### src/rtl/lsl_pkg.sv
// Constants and carrier types for the LED shift-and-latch front end
package lsl_pkg;
  localparam int unsigned LSL_WIDTH = 8;
  localparam int unsigned LSL_MSB = 7;
  localparam int unsigned LSL_FAULT_UPPER = 6;
  localparam int unsigned LSL_FAULT_LOWER = 5;
  localparam logic [7:0] LSL_RESET_VAL = 8'h00;
  localparam logic [7:0] LSL_ALL_OFF = 8'h00;

  // Serial control pins as sampled
  typedef struct packed {
    logic ser_in;
    logic ser_clk;
    logic latch_load;
    logic output_disable;
  } lsl_pins_t;

  // One open-drain sink group
  typedef struct packed {
    logic [7:0] out;
    logic [7:0] oe;
  } lsl_sink_t;
endpackage : lsl_pkg

### src/rtl/lsl_top.sv
// Serial shift register, transparent latch and open-drain sink control
`timescale 1ns/10ps
`default_nettype none
module lsl_top (
  input wire logic clk_i,
  input wire logic rst_b_i,
  input wire logic ce_i,
  input wire lsl_pkg::lsl_pins_t pins_i,
  input wire logic [7:0] current_low_i,
  output lsl_pkg::lsl_sink_t sink_o,
  output logic ser_out_o
);
  import lsl_pkg::*;

  // Synchroniser stages for the control pins
  lsl_pins_t meta_q;
  lsl_pins_t sync_q;
  lsl_pins_t prev_q;

  // Synchroniser stages for the sensed-current flags
  logic [7:0] cur_meta_q;
  logic [7:0] cur_sync_q;

  // Pipeline fill marker, keeps false edges out after reset
  logic [2:0] fill_q;
  logic armed;

  // Shift register and its serial output
  logic [7:0] shift_q;
  logic [7:0] shift_d;
  logic ser_out_q;
  logic ser_out_d;

  // Output latch and registered sink enables
  logic [7:0] latch_q;
  logic [7:0] latch_d;
  logic [7:0] oe_q;
  logic [7:0] oe_d;

  // Decoded events and derived words
  logic clk_rise;
  logic load_rise;
  logic load_high;
  logic blank;
  logic open_any;
  logic fault_val;
  logic [7:0] shift_next;
  logic [7:0] fault_word;

  // High on the first synced cycle a level is seen high
  function automatic logic rise_of(input logic now_lvl, input logic was_lvl);
    rise_of = now_lvl & ~was_lvl;
  endfunction : rise_of

  // Any sink requested while its current is sensed low
  function automatic logic open_found(input logic [7:0] req, input logic [7:0] low);
    open_found = |(req & low);
  endfunction : open_found

  // Word moved up one place, new bit at the bottom
  function automatic logic [7:0] shifted_in(input logic [7:0] word, input logic bit_in);
    shifted_in = {word[LSL_MSB-1:0], bit_in};
  endfunction : shifted_in

  // Word with both fault positions set to one status
  function automatic logic [7:0] with_fault(input logic [7:0] word, input logic flag);
    logic [7:0] res;
    res = word;
    res[LSL_FAULT_UPPER] = flag;
    res[LSL_FAULT_LOWER] = flag;
    with_fault = res;
  endfunction : with_fault

  // First synchroniser stage for the control pins
  always_ff @(posedge clk_i or negedge rst_b_i) begin
    if (!rst_b_i) begin
      meta_q <= '0;
    end else if (ce_i) begin
      meta_q <= pins_i;
    end
  end

  // Second synchroniser stage for the control pins
  always_ff @(posedge clk_i or negedge rst_b_i) begin
    if (!rst_b_i) begin
      sync_q <= '0;
    end else if (ce_i) begin
      sync_q <= meta_q;
    end
  end

  // Previous synced levels for edge finding
  always_ff @(posedge clk_i or negedge rst_b_i) begin
    if (!rst_b_i) begin
      prev_q <= '0;
    end else if (ce_i) begin
      prev_q <= sync_q;
    end
  end

  // First synchroniser stage for the current flags
  always_ff @(posedge clk_i or negedge rst_b_i) begin
    if (!rst_b_i) begin
      cur_meta_q <= LSL_RESET_VAL;
    end else if (ce_i) begin
      cur_meta_q <= current_low_i;
    end
  end

  // Second synchroniser stage for the current flags
  always_ff @(posedge clk_i or negedge rst_b_i) begin
    if (!rst_b_i) begin
      cur_sync_q <= LSL_RESET_VAL;
    end else if (ce_i) begin
      cur_sync_q <= cur_meta_q;
    end
  end

  // Counts the pipeline full before edges are trusted
  always_ff @(posedge clk_i or negedge rst_b_i) begin
    if (!rst_b_i) begin
      fill_q <= '0;
    end else if (ce_i) begin
      fill_q <= {fill_q[1:0], 1'b1};
    end
  end

  // Edges only once the stale reset levels have left
  assign armed = &fill_q;

  // Edge and level decode on synchronised pins only
  assign clk_rise = armed & rise_of(sync_q.ser_clk, prev_q.ser_clk);
  assign load_rise = armed & rise_of(sync_q.latch_load, prev_q.latch_load);
  assign load_high = sync_q.latch_load;
  assign blank = sync_q.output_disable;

  // Open circuit: incoming latch bit asks for current
  assign open_any = open_found(latch_d, cur_sync_q);

  // One status drives both fault positions
  assign fault_val = open_any;

  // Candidate words for the shift register
  assign shift_next = shifted_in(shift_q, sync_q.ser_in);
  assign fault_word = with_fault(shift_q, fault_val);

  // Shift wins over fault insertion on coincident edges
  always_comb begin
    shift_d = shift_q;
    if (clk_rise) begin
      shift_d = shift_next;
    end else if (load_rise) begin
      shift_d = fault_word;
    end
  end

  // Top bit leaves on each serial clock rise
  always_comb begin
    ser_out_d = ser_out_q;
    if (clk_rise) begin
      ser_out_d = shift_q[LSL_MSB];
    end
  end

  // Transparent latch, independent of output_disable
  assign latch_d = load_high ? shift_q : latch_q;

  // Blanking gates only the sinks, never the latch
  assign oe_d = blank ? LSL_ALL_OFF : latch_q;

  // Shift register update
  always_ff @(posedge clk_i or negedge rst_b_i) begin
    if (!rst_b_i) begin
      shift_q <= LSL_RESET_VAL;
    end else if (ce_i) begin
      shift_q <= shift_d;
    end
  end

  // Serial output update
  always_ff @(posedge clk_i or negedge rst_b_i) begin
    if (!rst_b_i) begin
      ser_out_q <= 1'b0;
    end else if (ce_i) begin
      ser_out_q <= ser_out_d;
    end
  end

  // Output latch update
  always_ff @(posedge clk_i or negedge rst_b_i) begin
    if (!rst_b_i) begin
      latch_q <= LSL_RESET_VAL;
    end else if (ce_i) begin
      latch_q <= latch_d;
    end
  end

  // Sink enables from a flop, off at reset
  always_ff @(posedge clk_i or negedge rst_b_i) begin
    if (!rst_b_i) begin
      oe_q <= LSL_ALL_OFF;
    end else if (ce_i) begin
      oe_q <= oe_d;
    end
  end

  // Open-drain sinks: pull low when lit and enabled
  assign sink_o.out = LSL_ALL_OFF;
  assign sink_o.oe = oe_q;

  // Serial output pin
  assign ser_out_o = ser_out_q;

endmodule : lsl_top
`default_nettype wire

### config.mk
export PLATFORM = sky130hd
export DESIGN_NAME = lsl_top
export DESIGN_NICKNAME = d
export VERILOG_FILES = /design/src/rtl/lsl_pkg.sv /design/src/rtl/lsl_top.sv
export SDC_FILE = /design/constraint.sdc
export NUM_CORES = 1
export LEC_CHECK = 0
export BUFFER_PORTS_ARGS = -buffer_cell sky130_fd_sc_hd__buf_4
export CAP_MARGIN = 20
export CORE_MARGIN = 1.5
export CORE_UTILIZATION = 30
export CTS_CLUSTER_SIZE = 10
export DETAILED_ROUTE_END_ITERATION = 12
export GPL_ROUTABILITY_DRIVEN = 0
export GPL_TIMING_DRIVEN = 0
export PLACE_DENSITY = 0.44
export REMOVE_ABC_BUFFERS = 1
export SYNTH_ARGS = -nofsm -noshare
export SYNTH_HDL_FRONTEND = slang
export SYNTH_SLANG_ARGS = --single-unit
### constraint.sdc
create_clock -name clk_i -period 2.1 [get_ports clk_i]
set_clock_uncertainty 0.15 [all_clocks]
set_input_delay 0.42 -clock clk_i [delete_from_list [all_inputs] [get_ports clk_i]]
set_output_delay 0.42 -clock clk_i [all_outputs]
set_load 0.1 [all_outputs]
==> results.md, run 1 <==
- Unrepaired setup endpoints after global routing: false
- Largest area contributor in the synthesized netlist: dfrtp_1
- Iteration-0 DRC Markers: 50
- Post-CTS setup buffers: 0
- Initial antenna violation count: 0
- Die Width: 90.6 µm
- Die Y-Extent: 90.6 µm
- Period utilization: 86.4%
- Most common cell after layout, fill and taps aside: dfrtp_1
- Switching Share: 38.1%
- H-tree depth: 2
- Drt pass-1 iters: 4
- Clock-pin transition on the worst setup and hold timing paths: 0.08 ns
- Final ANT Viol Nets: 0
- Post-CTS Resized: 0
- I/O Pins: 32
- Status: finished, final reports clean
- Largest net degree at the start of global routing: 55
- Most frequent cells in the layout: 54 x dfrtp_1, 28 x mux2_1, 23 x buf_4
- Pwr Total: 3.09 mW
- Total clock sinks: 54
- Synthesized flop and latch total: 54
- Fin nets: 204
- Max Slew Vio Count: 0
- Setup ws final: 0.286 ns
- WHS: 0.00902 ns
- R2R Path Start: load_high
- Filler cell count: 736
- FF-to-FF path depth: 4
- Sw Pwr: 1.18 mW
- Routed WL: 3.76 mm
- Via/cell ratio: 4.42
- WS Path Type: reg -> reg
- Reg2reg end: shift_q[6]
- Required @ worst endpoint: 2.14 ns
- Mapped Area: 2300 µm²
- CTS tree: done
- Internal power: 1.91 mW
- Register area share after synthesis: 58.7%
- Slew HR: 54.9%
- Library cells used by synthesis: 25
- P&R area growth vs syn: 13.5%
- GR Util All Layers: 10.1%
- Number of buffers created by CTS: 5
- Crit path time final: 1.81 ns
- Setup crit end: shift_q[6]
- Core area: 7330 µm²
- Vias in the first global route: 1308
- Estimated wirelength of the detail-placed design: 2.54 mm
- Slew @ Worst Pin: 0.677 ns
- Final Util: 35.7%
- Critical path endpoint category: register
- Combinational power share: 33.2%
- DR vias: 1269
- First-pass GRT wire length: 6.61 mm
- Clk pwr share: 18.0%
- Crit Path Max Fanout: 11
- Share of cells above drive strength 1: 28.2%
- Final setup vio count: 0
- Area share of the largest cell type after synthesis: 58.7%
- Pre-CTS setup slack: -0.0399 ns
- Clock Path Buffers: 2
- Power density cells: 1180 nW/µm²
- N_diodes: 0
- Site Rows: 31
- Worst setup SP type: register
- Wire per inst: 13.1 µm
- Setup crit start: load_high
- Die area: 8210 µm²
- Sequential Power Share: 48.7%
- Clock latency on the worst-skew pair: 0.30 ns
- Ys Warns: 0
- Hold_buf cts: 0
- Port Buffer Count: 23
- Initial Util: 31.4%
- R2R Setup Slk: 0.29 ns
- Worst hold path type: in -> async
- MaxCap Viol Count: 0
- Fmax: 551 MHz
- Leak: 1.12 nW
- DRC: 0
- CP Data Arrival Time: 1.85 ns
- GRT overflow: 0
- Top cells by area, synth: dfrtp_1 59%, mux2_1 14%, mux2_2 8.8%, nand3b_1 3.3%, buf_4 2.6%
- Final hold violations: 0
- Post-Syn Instances: 166
- Avg Cell Area, Syn: 13.9 µm²
- VDD IR-drop max: 0.264 mV
- CTS root buf: clkbuf_8
[metrics by stage]
stage | std cells | cell area [µm²] | TNS, ns
floorplan | 159 | 2240 | 0
detailed placement | 281 | 2530 | -0.253
global route | 287 | 2620 | 0
finish | 287 | 2620 | 0
CTS | 287 | 2620 | 0
global placement | 281 | 2530 | -0.181
[routing by layer]
metal / up-vias / track usage [%] / wire (µm)
li1: 607 / - / -
met1: 626 / 13.5 / 1810
met2: 30 / 15.6 / 1730
met3: 6 / 2.61 / 147
met4: 0 / 4.37 / 74
met5: - / 0 / 0
[layout make-up]
type                       instances  area (µm²)  share of cell area (%)
timing repair buffer              23         173                    6.60
tap                               99         124                    4.74
sequential                        54        1350                    51.7
clock buffer                       6        82.6                    3.16
multi-input combinational         95         847                    32.4
inverter                          10        37.5                    1.44
[flip-flops by register name, summed over array words and instances, names as in the netlist, 2 cells and up]
name	flops
cur_meta_q	8
cur_sync_q	8
fill_q	3
latch_q	8
meta_q	4
oe_q	8
prev_q	2
shift_q	8
[worst min-delay path by stage]
stage	end	slack, ns	start	cells after the start
after floorplan	blank	-0.03	rst_b_i	0
after global placement	cur_meta_q[6]	0.32	cur_meta_q[6]	1
after detailed placement	sync_q[2]	0.32	meta_q[2]	2
after CTS	oe_q[4]	0.03	rst_b_i	1
after global routing	shift_q[3]	0.06	rst_b_i	1
final	cur_meta_q[0]	0.009	rst_b_i	1
[cell usage after synthesis, drive strengths merged]
master and number:
dfrtp 54, buf 12, o21ai 10, o31a 1, nor2 1, nand3b 10, clkbuf 2, a22oi 4
and4 1, mux2 49, inv 10, nand2 2, nand3 1, a21oi 3, mux2i 2, or4 2
conb 1, or2 1
[worst max-delay path: stages (launching register included)]
cell and delay, ns:
dfrtp_1 0.67, mux2_2 0.40, a22oi_1 0.18, and4_1 0.23, a21oi_1 0.07
[kinds of logic after synthesis]
group,after synthesis,synth area share [%]
AOI/OAI and AO/OA,18,4.67
buffers and inverters,24,5.70
DFF,54,58.7
and+or+nand+nor,18,5.49
other,1,0.163
muxes,51,25.3
[power by group through the flow]
stage	Sequential, mW	Combinational [mW]	Clock [mW]
2_1_floorplan	1.84	0.438	0
3_5_place_dp	1.53	1.03	0
6_report	1.51	1.03	0.558
3_3_place_gp	1.52	1.02	0
5_1_grt	1.56	1.09	0.625
4_1_cts	1.51	1.04	0.588
(Power assumes the default switching activity.)
==> run 2, diff against run 1 <==
--- a/config.mk
+++ b/config.mk
@@ -6,13 +6,13 @@
 export NUM_CORES = 1
 export LEC_CHECK = 0
 export BUFFER_PORTS_ARGS = -buffer_cell sky130_fd_sc_hd__buf_4
-export CAP_MARGIN = 20
+export CAP_MARGIN = 40
 export CORE_MARGIN = 1.5
 export CORE_UTILIZATION = 30
 export CTS_CLUSTER_SIZE = 10
 export DETAILED_ROUTE_END_ITERATION = 12
 export GPL_ROUTABILITY_DRIVEN = 0
-export GPL_TIMING_DRIVEN = 0
+export GPL_TIMING_DRIVEN = 1
 export PLACE_DENSITY = 0.44
 export REMOVE_ABC_BUFFERS = 1
 export SYNTH_ARGS = -nofsm -noshare
==> results.md, run 2 (synthesis results as in run 1) <==
- N_diodes: 0 (unchanged)
- H-tree depth: 2 (unchanged)
- Internal power: 2.01 mW (+5.2%)
- Post-CTS setup buffers: 0 (unchanged)
- Drt pass-1 iters: 4 (unchanged)
- Max Slew Vio Count: 0 (unchanged)
- MaxCap Viol Count: 0 (unchanged)
- Power density cells: 1210 nW/µm² (+2.5%)
- Reg2reg end: shift_q[5]
- Most common cell after layout, fill and taps aside: dfrtp_1
- Worst setup SP type: register
- Vias in the first global route: 1323 (+1.1%)
- Final Util: 36.3% (+0.63 points)
- Status: finished, violations left
- Clock Path Buffers: 2 (unchanged)
- Critical path endpoint category: register
- Clock-pin transition on the worst setup and hold timing paths: 0.09 ns (about the same)
- Total negative slack: 0 ns (unchanged)
- CTS root buf: clkbuf_8
- I/O Pins: 32 (unchanged)
- Initial Util: 31.4% (unchanged)
- Required @ worst endpoint: 2.15 ns (about the same)
- Core area: 7330 µm² (unchanged)
- Total clock sinks: 54 (unchanged)
- Clock latency on the worst-skew pair: 0.30 ns (about the same)
- Hold_buf cts: 0 (unchanged)
- Die Width: 90.6 µm (unchanged)
- FF-to-FF path depth: 4 (unchanged)
- Iteration-0 DRC Markers: 40 (-20%)
- Fin nets: 205 (+0.49%)
- Crit path time final: 1.76 ns (-0.0581 ns)
- Fmax: 570 MHz (+3.3%)
- WS Path Type: reg -> reg
- Largest net degree at the start of global routing: 55 (unchanged)
- DR vias: 1309 (+3.2%)
- Die Y-Extent: 90.6 µm (unchanged)
- Routed WL: 3.92 mm (+4.1%)
- Combinational power share: 31.8% (-1.4 points)
- R2R Path Start: load_high
- Clk pwr share: 21.2% (+3.2 points)
- Register area: 1350 µm² (unchanged)
- Slew @ Worst Pin: 0.687 ns (+0.0105 ns)
- DRC: 0 (unchanged)
- Crit Path Max Fanout: 11 (unchanged)
- CP Data Arrival Time: 1.80 ns (-0.05 ns)
- Share of cells above drive strength 1: 29.3% (+1.1 points)
- Site Rows: 31 (unchanged)
- CTS tree: done
- Most frequent cells in the layout: 54 x dfrtp_1, 28 x mux2_1, 23 x buf_4
- Sequential Power Share: 47.0% (-1.7 points)
- Number of buffers created by CTS: 5 (unchanged)
- Unrepaired setup endpoints after global routing: false
- Via/cell ratio: 4.51 (+2.1%)
- Slew HR: 54.2% (-0.70 points)
- Leak: 1.14 nW (+2.2%)
- Post-CTS Resized: 0 (unchanged)
- Die area: 8210 µm² (unchanged)
- First-pass GRT wire length: 6.90 mm (+4.4%)
- Worst hold path type: in -> async
- Final ANT Viol Nets: 0 (unchanged)
- Filler cell count: 736 (unchanged)
- Setup ws final: 0.344 ns (+0.0581 ns)
- Sw Pwr: 1.21 mW (+2.9%)
- GRT overflow: 0 (unchanged)
- Initial antenna violation count: 0 (unchanged)
- GR Util All Layers: 10.8% (+0.62 points)
- Period utilization: 83.6% (-2.8 points)
- Port Buffer Count: 23 (unchanged)
- Wire per inst: 13.5 µm (+3.0%)
- Failing checks: hold timing
- Switching Share: 37.6% (-0.53 points)
- WHS: -0.00928 ns (-0.0183 ns)
- Final hold violations: 5 (+5)
- Footprint of the multi-input gates: 847 µm² (unchanged)
- Estimated wirelength of the detail-placed design: 2.69 mm (+6.0%)
- VDD IR-drop max: 0.319 mV (+21%)
- R2R Setup Slk: 0.34 ns (+0.06 ns)
- Pre-CTS setup slack: 0.339 ns (+0.379 ns)
- Final setup vio count: 0 (unchanged)
- P&R area growth vs syn: 15.5%
[run 2: cell types whose count changed in the layout (fill, tap and decap cells not counted), sizes merged]
cell,before,now
buf,23,24
clkinv,0,2
bufinv,0,1
clkbuf,6,5
[run 2: worst max-delay path by stage]
stage	startpoint	to	cells past startpoint
floorplan	load_high	shift_q[5]	4
global placement	ce_i	shift_q[3]	4
detailed placement	ce_i	shift_q[1]	4
CTS	load_high	shift_q[5]	4
global route	load_high	shift_q[5]	4
finish	load_high	shift_q[5]	4
[run 2: power by group through the flow]
stage               Combinational (mW)  Sequential, mW  Clock [mW]
finish                            1.03            1.52       0.684
detailed placement                1.03            1.54           0
global placement                  1.02            1.54           0
floorplan                        0.438            1.84           0
global route                      1.10            1.56       0.760
CTS                               1.04            1.52       0.719
[run 2: area by class of cell]
class / instances / share of cell area (%)
timing repair buffer: 24 / 7.24
multi-input combinational: 95 / 31.8
clock buffer: 5 / 2.59
clock inverter: 3 / 1.50
inverter: 10 / 1.41
sequential: 54 / 50.8
tap: 99 / 4.65
[run 2: per-layer routing]
metal	GRT usage, %	part of all wire, %	vias to the layer above	wire length (µm)
li1	-	-	615	-
met1	14.0	45	660	1760
met2	16.7	50	28	1940
met3	2.61	3.5	6	136
met4	5.16	2.0	0	80
met5	0	0	-	0
[run 2: worst max-delay path: stages (launching register included)]
cell and delay [ns]:
dfrtp_1 0.65, mux2_2 0.41, a22oi_1 0.15, and4_1 0.23, a21oi_1 0.06
[run 2: through the flow]
stage | power [mW] | hold WS, ns | cells | cell area (µm²)
floorplan | 2.28 | -0.0256 | 159 | 2240
global placement | 2.56 | 0.312 | 282 | 2550
detailed placement | 2.58 | 0.318 | 282 | 2550
CTS | 3.28 | 0.0251 | 290 | 2660
global route | 3.42 | 0.0338 | 290 | 2660
finish | 3.23 | -0.00928 | 290 | 2660
==> run 3, diff against run 2 <==
--- a/config.mk
+++ b/config.mk
@@ -13,7 +13,7 @@
 export DETAILED_ROUTE_END_ITERATION = 12
 export GPL_ROUTABILITY_DRIVEN = 0
 export GPL_TIMING_DRIVEN = 1
-export PLACE_DENSITY = 0.44
+export PLACE_DENSITY = 0.46
 export REMOVE_ABC_BUFFERS = 1
 export SYNTH_ARGS = -nofsm -noshare
 export SYNTH_HDL_FRONTEND = slang
==> constraint.sdc (replaced) <==
create_clock -name clk_i -period 1.5 [get_ports clk_i]
set_clock_uncertainty 0.15 [all_clocks]
set_input_delay 0.3 -clock clk_i [delete_from_list [all_inputs] [get_ports clk_i]]
set_output_delay 0.3 -clock clk_i [all_outputs]
set_load 0.1 [all_outputs]
==> results.md, run 3 (synthesis results as in run 1) <==
- Status: finished, violations left
- Failing checks: setup timing
- CP Data Arrival Time: 1.63 ns (-0.17 ns)
- First-pass GRT wire length: 6.99 mm (+1.3%)
- GR Util All Layers: 10.7% (-0.074 points)
- Reg2reg end: shift_q[5]
- Die area: 8210 µm² (unchanged)
- Worst setup SP type: register
- I/O Pins: 32 (unchanged)
- Final ANT Viol Nets: 0 (unchanged)
- Busiest layer in global routing: met2
- Hold Path Stages: 2
- Vias in the first global route: 1425 (+7.7%)
- GR Util met3: 2.27% (-0.34 points)
- CTS root buf: clkbuf_8
- Number of buffers created by CTS: 5 (unchanged)
- Die Y-Extent: 90.6 µm (unchanged)
- VDD IR-drop max: 0.590 mV (+85%)
- Setup ws final: -0.0784 ns (-0.423 ns)
- DRC: 0 (unchanged)
- N_diodes: 0 (unchanged)
- Final setup vio count: 2 (+2)
- Setup crit start: load_high
- H-tree depth: 2 (unchanged)
- Drt pass-1 iters: 4 (unchanged)
- Wire per inst: 13.3 µm (-1.6%)
- Clock latency on the worst-skew pair: 0.30 ns (about the same)
- CTS tree: done
- Die Width: 90.6 µm (unchanged)
- R2R Setup Slk: -0.08 ns (-0.42 ns)
- FF-to-FF path depth: 5 (+1)
- Hold Startpoint: current_low_i[5]
- Most frequent cells in the layout: 54 x dfrtp_1, 29 x buf_4, 19 x mux2_1
- Estimated wirelength of the detail-placed design: 2.83 mm (+5.1%)
- Max Slew Vio Count: 0 (unchanged)
- Clock-pin transition on the worst setup and hold timing paths: 0.10 ns (about the same)
- MaxCap Viol Count: 0 (unchanged)
- Core area: 7330 µm² (unchanged)
- Pwr Total: 4.61 mW (+43%)
- WS Path Type: reg -> reg
- GRT overflow: 0 (unchanged)
- Grt met1 use: 14.3% (+0.26 points)
- Final hold violations: 0 (-5)
- Period utilization: 105% (+22 points)
- Total negative slack: -0.153 ns (-0.153 ns)
- Crit path time final: 1.58 ns (-0.177 ns)
- Iteration-0 DRC Markers: 51 (+28%)
- Unrepaired setup endpoints after global routing: true
- Leak: 1.23 nW (+8.0%)
- Fin nets: 217 (+5.9%)
- R2R Path Start: load_high
- Initial Util: 31.4% (unchanged)
- Largest net degree at the start of global routing: 55 (unchanged)
- DR vias: 1319 (+0.76%)
- Initial antenna violation count: 0 (unchanged)
- P&R area growth vs syn: 22.2%
- Share of cells above drive strength 1: 40.1% (+11 points)
- Clock Path Buffers: 2 (unchanged)
- Critical path endpoint category: register
- Routed WL: 4.00 mm (+2.1%)
- Site Rows: 31 (unchanged)
- Power density cells: 1640 nW/µm² (+35%)
- Total clock sinks: 54 (unchanged)
- Fmax: 634 MHz (+11%)
- Routing usage on met2: 17.0% (+0.25 points)
- Most common cell after layout, fill and taps aside: dfrtp_1
- Port Buffer Count: 23 (unchanged)
- Via/cell ratio: 4.38 (-2.9%)
- Worst hold path type: in -> reg
- Worst Hold Endpoint: cur_meta_q[5]
- Required @ worst endpoint: 1.55 ns (-0.60 ns)
- Crit Path Max Fanout: 5 (-6)
[run 3: cell types whose count changed in the layout (fill, tap and decap cells not counted), sizes merged]
cell / change
buf: +11
inv: +1
bufinv: -1
dlygate4sd3: +1
clkinv: -1
[run 3: stage by stage]
stage / setup slack, ns / instances / area (µm²) / utilization (%) / hold slack [ns]
2_1_floorplan: -0.119 / 159 / 2240 / - / -0.146
3_3_place_gp: -0.0630 / 291 / 2620 / 35.7 / 0.147
3_5_place_dp: -0.0892 / 291 / 2620 / 35.7 / 0.156
4_1_cts: -0.0812 / 301 / 2770 / 37.8 / 0.0573
5_1_grt: -0.189 / 301 / 2820 / 38.4 / 0.0534
6_report: -0.0784 / 301 / 2820 / 38.4 / 0.0647
[run 3: worst max-delay path by stage]
stage	to	slack (ns)	depth (start not counted)
floorplan	shift_q[5]	-0.12	4
global placement	shift_q[5]	-0.06	5
detailed placement	shift_q[6]	-0.09	5
CTS	shift_q[6]	-0.08	5
global route	shift_q[5]	-0.19	6
finish	shift_q[5]	-0.08	5
[run 3: metal layers]
metal	wire length, µm	vias to the layer above
met5	0	-
met4	53	0
met3	118	4
met2	1900	29
met1	1920	646
li1	-	640
[run 3: layout make-up]
cell class	instances	area, µm²
Fill cell	698	4520
Sequential cell	54	1350
Multi-Input combinational cell	95	916
Timing Repair Buffer	36	304
Tap cell	99	124
Clock buffer	5	68.8
Inverter	10	37.5
Clock inverter	2	13.8
[run 3: report_power, final]
group / switching [mW] / leakage [nW] / total [mW] / internal, mW
Clock: 0.453 / 0.0444 / 0.776 / 0.323
Combinational: 1.00 / 0.560 / 1.71 / 0.704
Sequential: 0.303 / 0.629 / 2.12 / 1.82
[run 3: repair_timing]
action	4_1_cts	5_1_grt
buffers inserted	2	0
hold buffers	1	0
gates resized for setup	10	13
pin swaps	6	3
endpoints found under the hold margin	54	0
cloned	0	0
endpoints found under the setup margin	9	15
[run 3: worst max-delay path, stage by stage (launching register included)]
cell	delay, ns
dfrtp_1	0.43
buf_6	0.16
mux2_4	0.30
a22oi_2	0.15
and4_4	0.24
a21oi_1	0.06
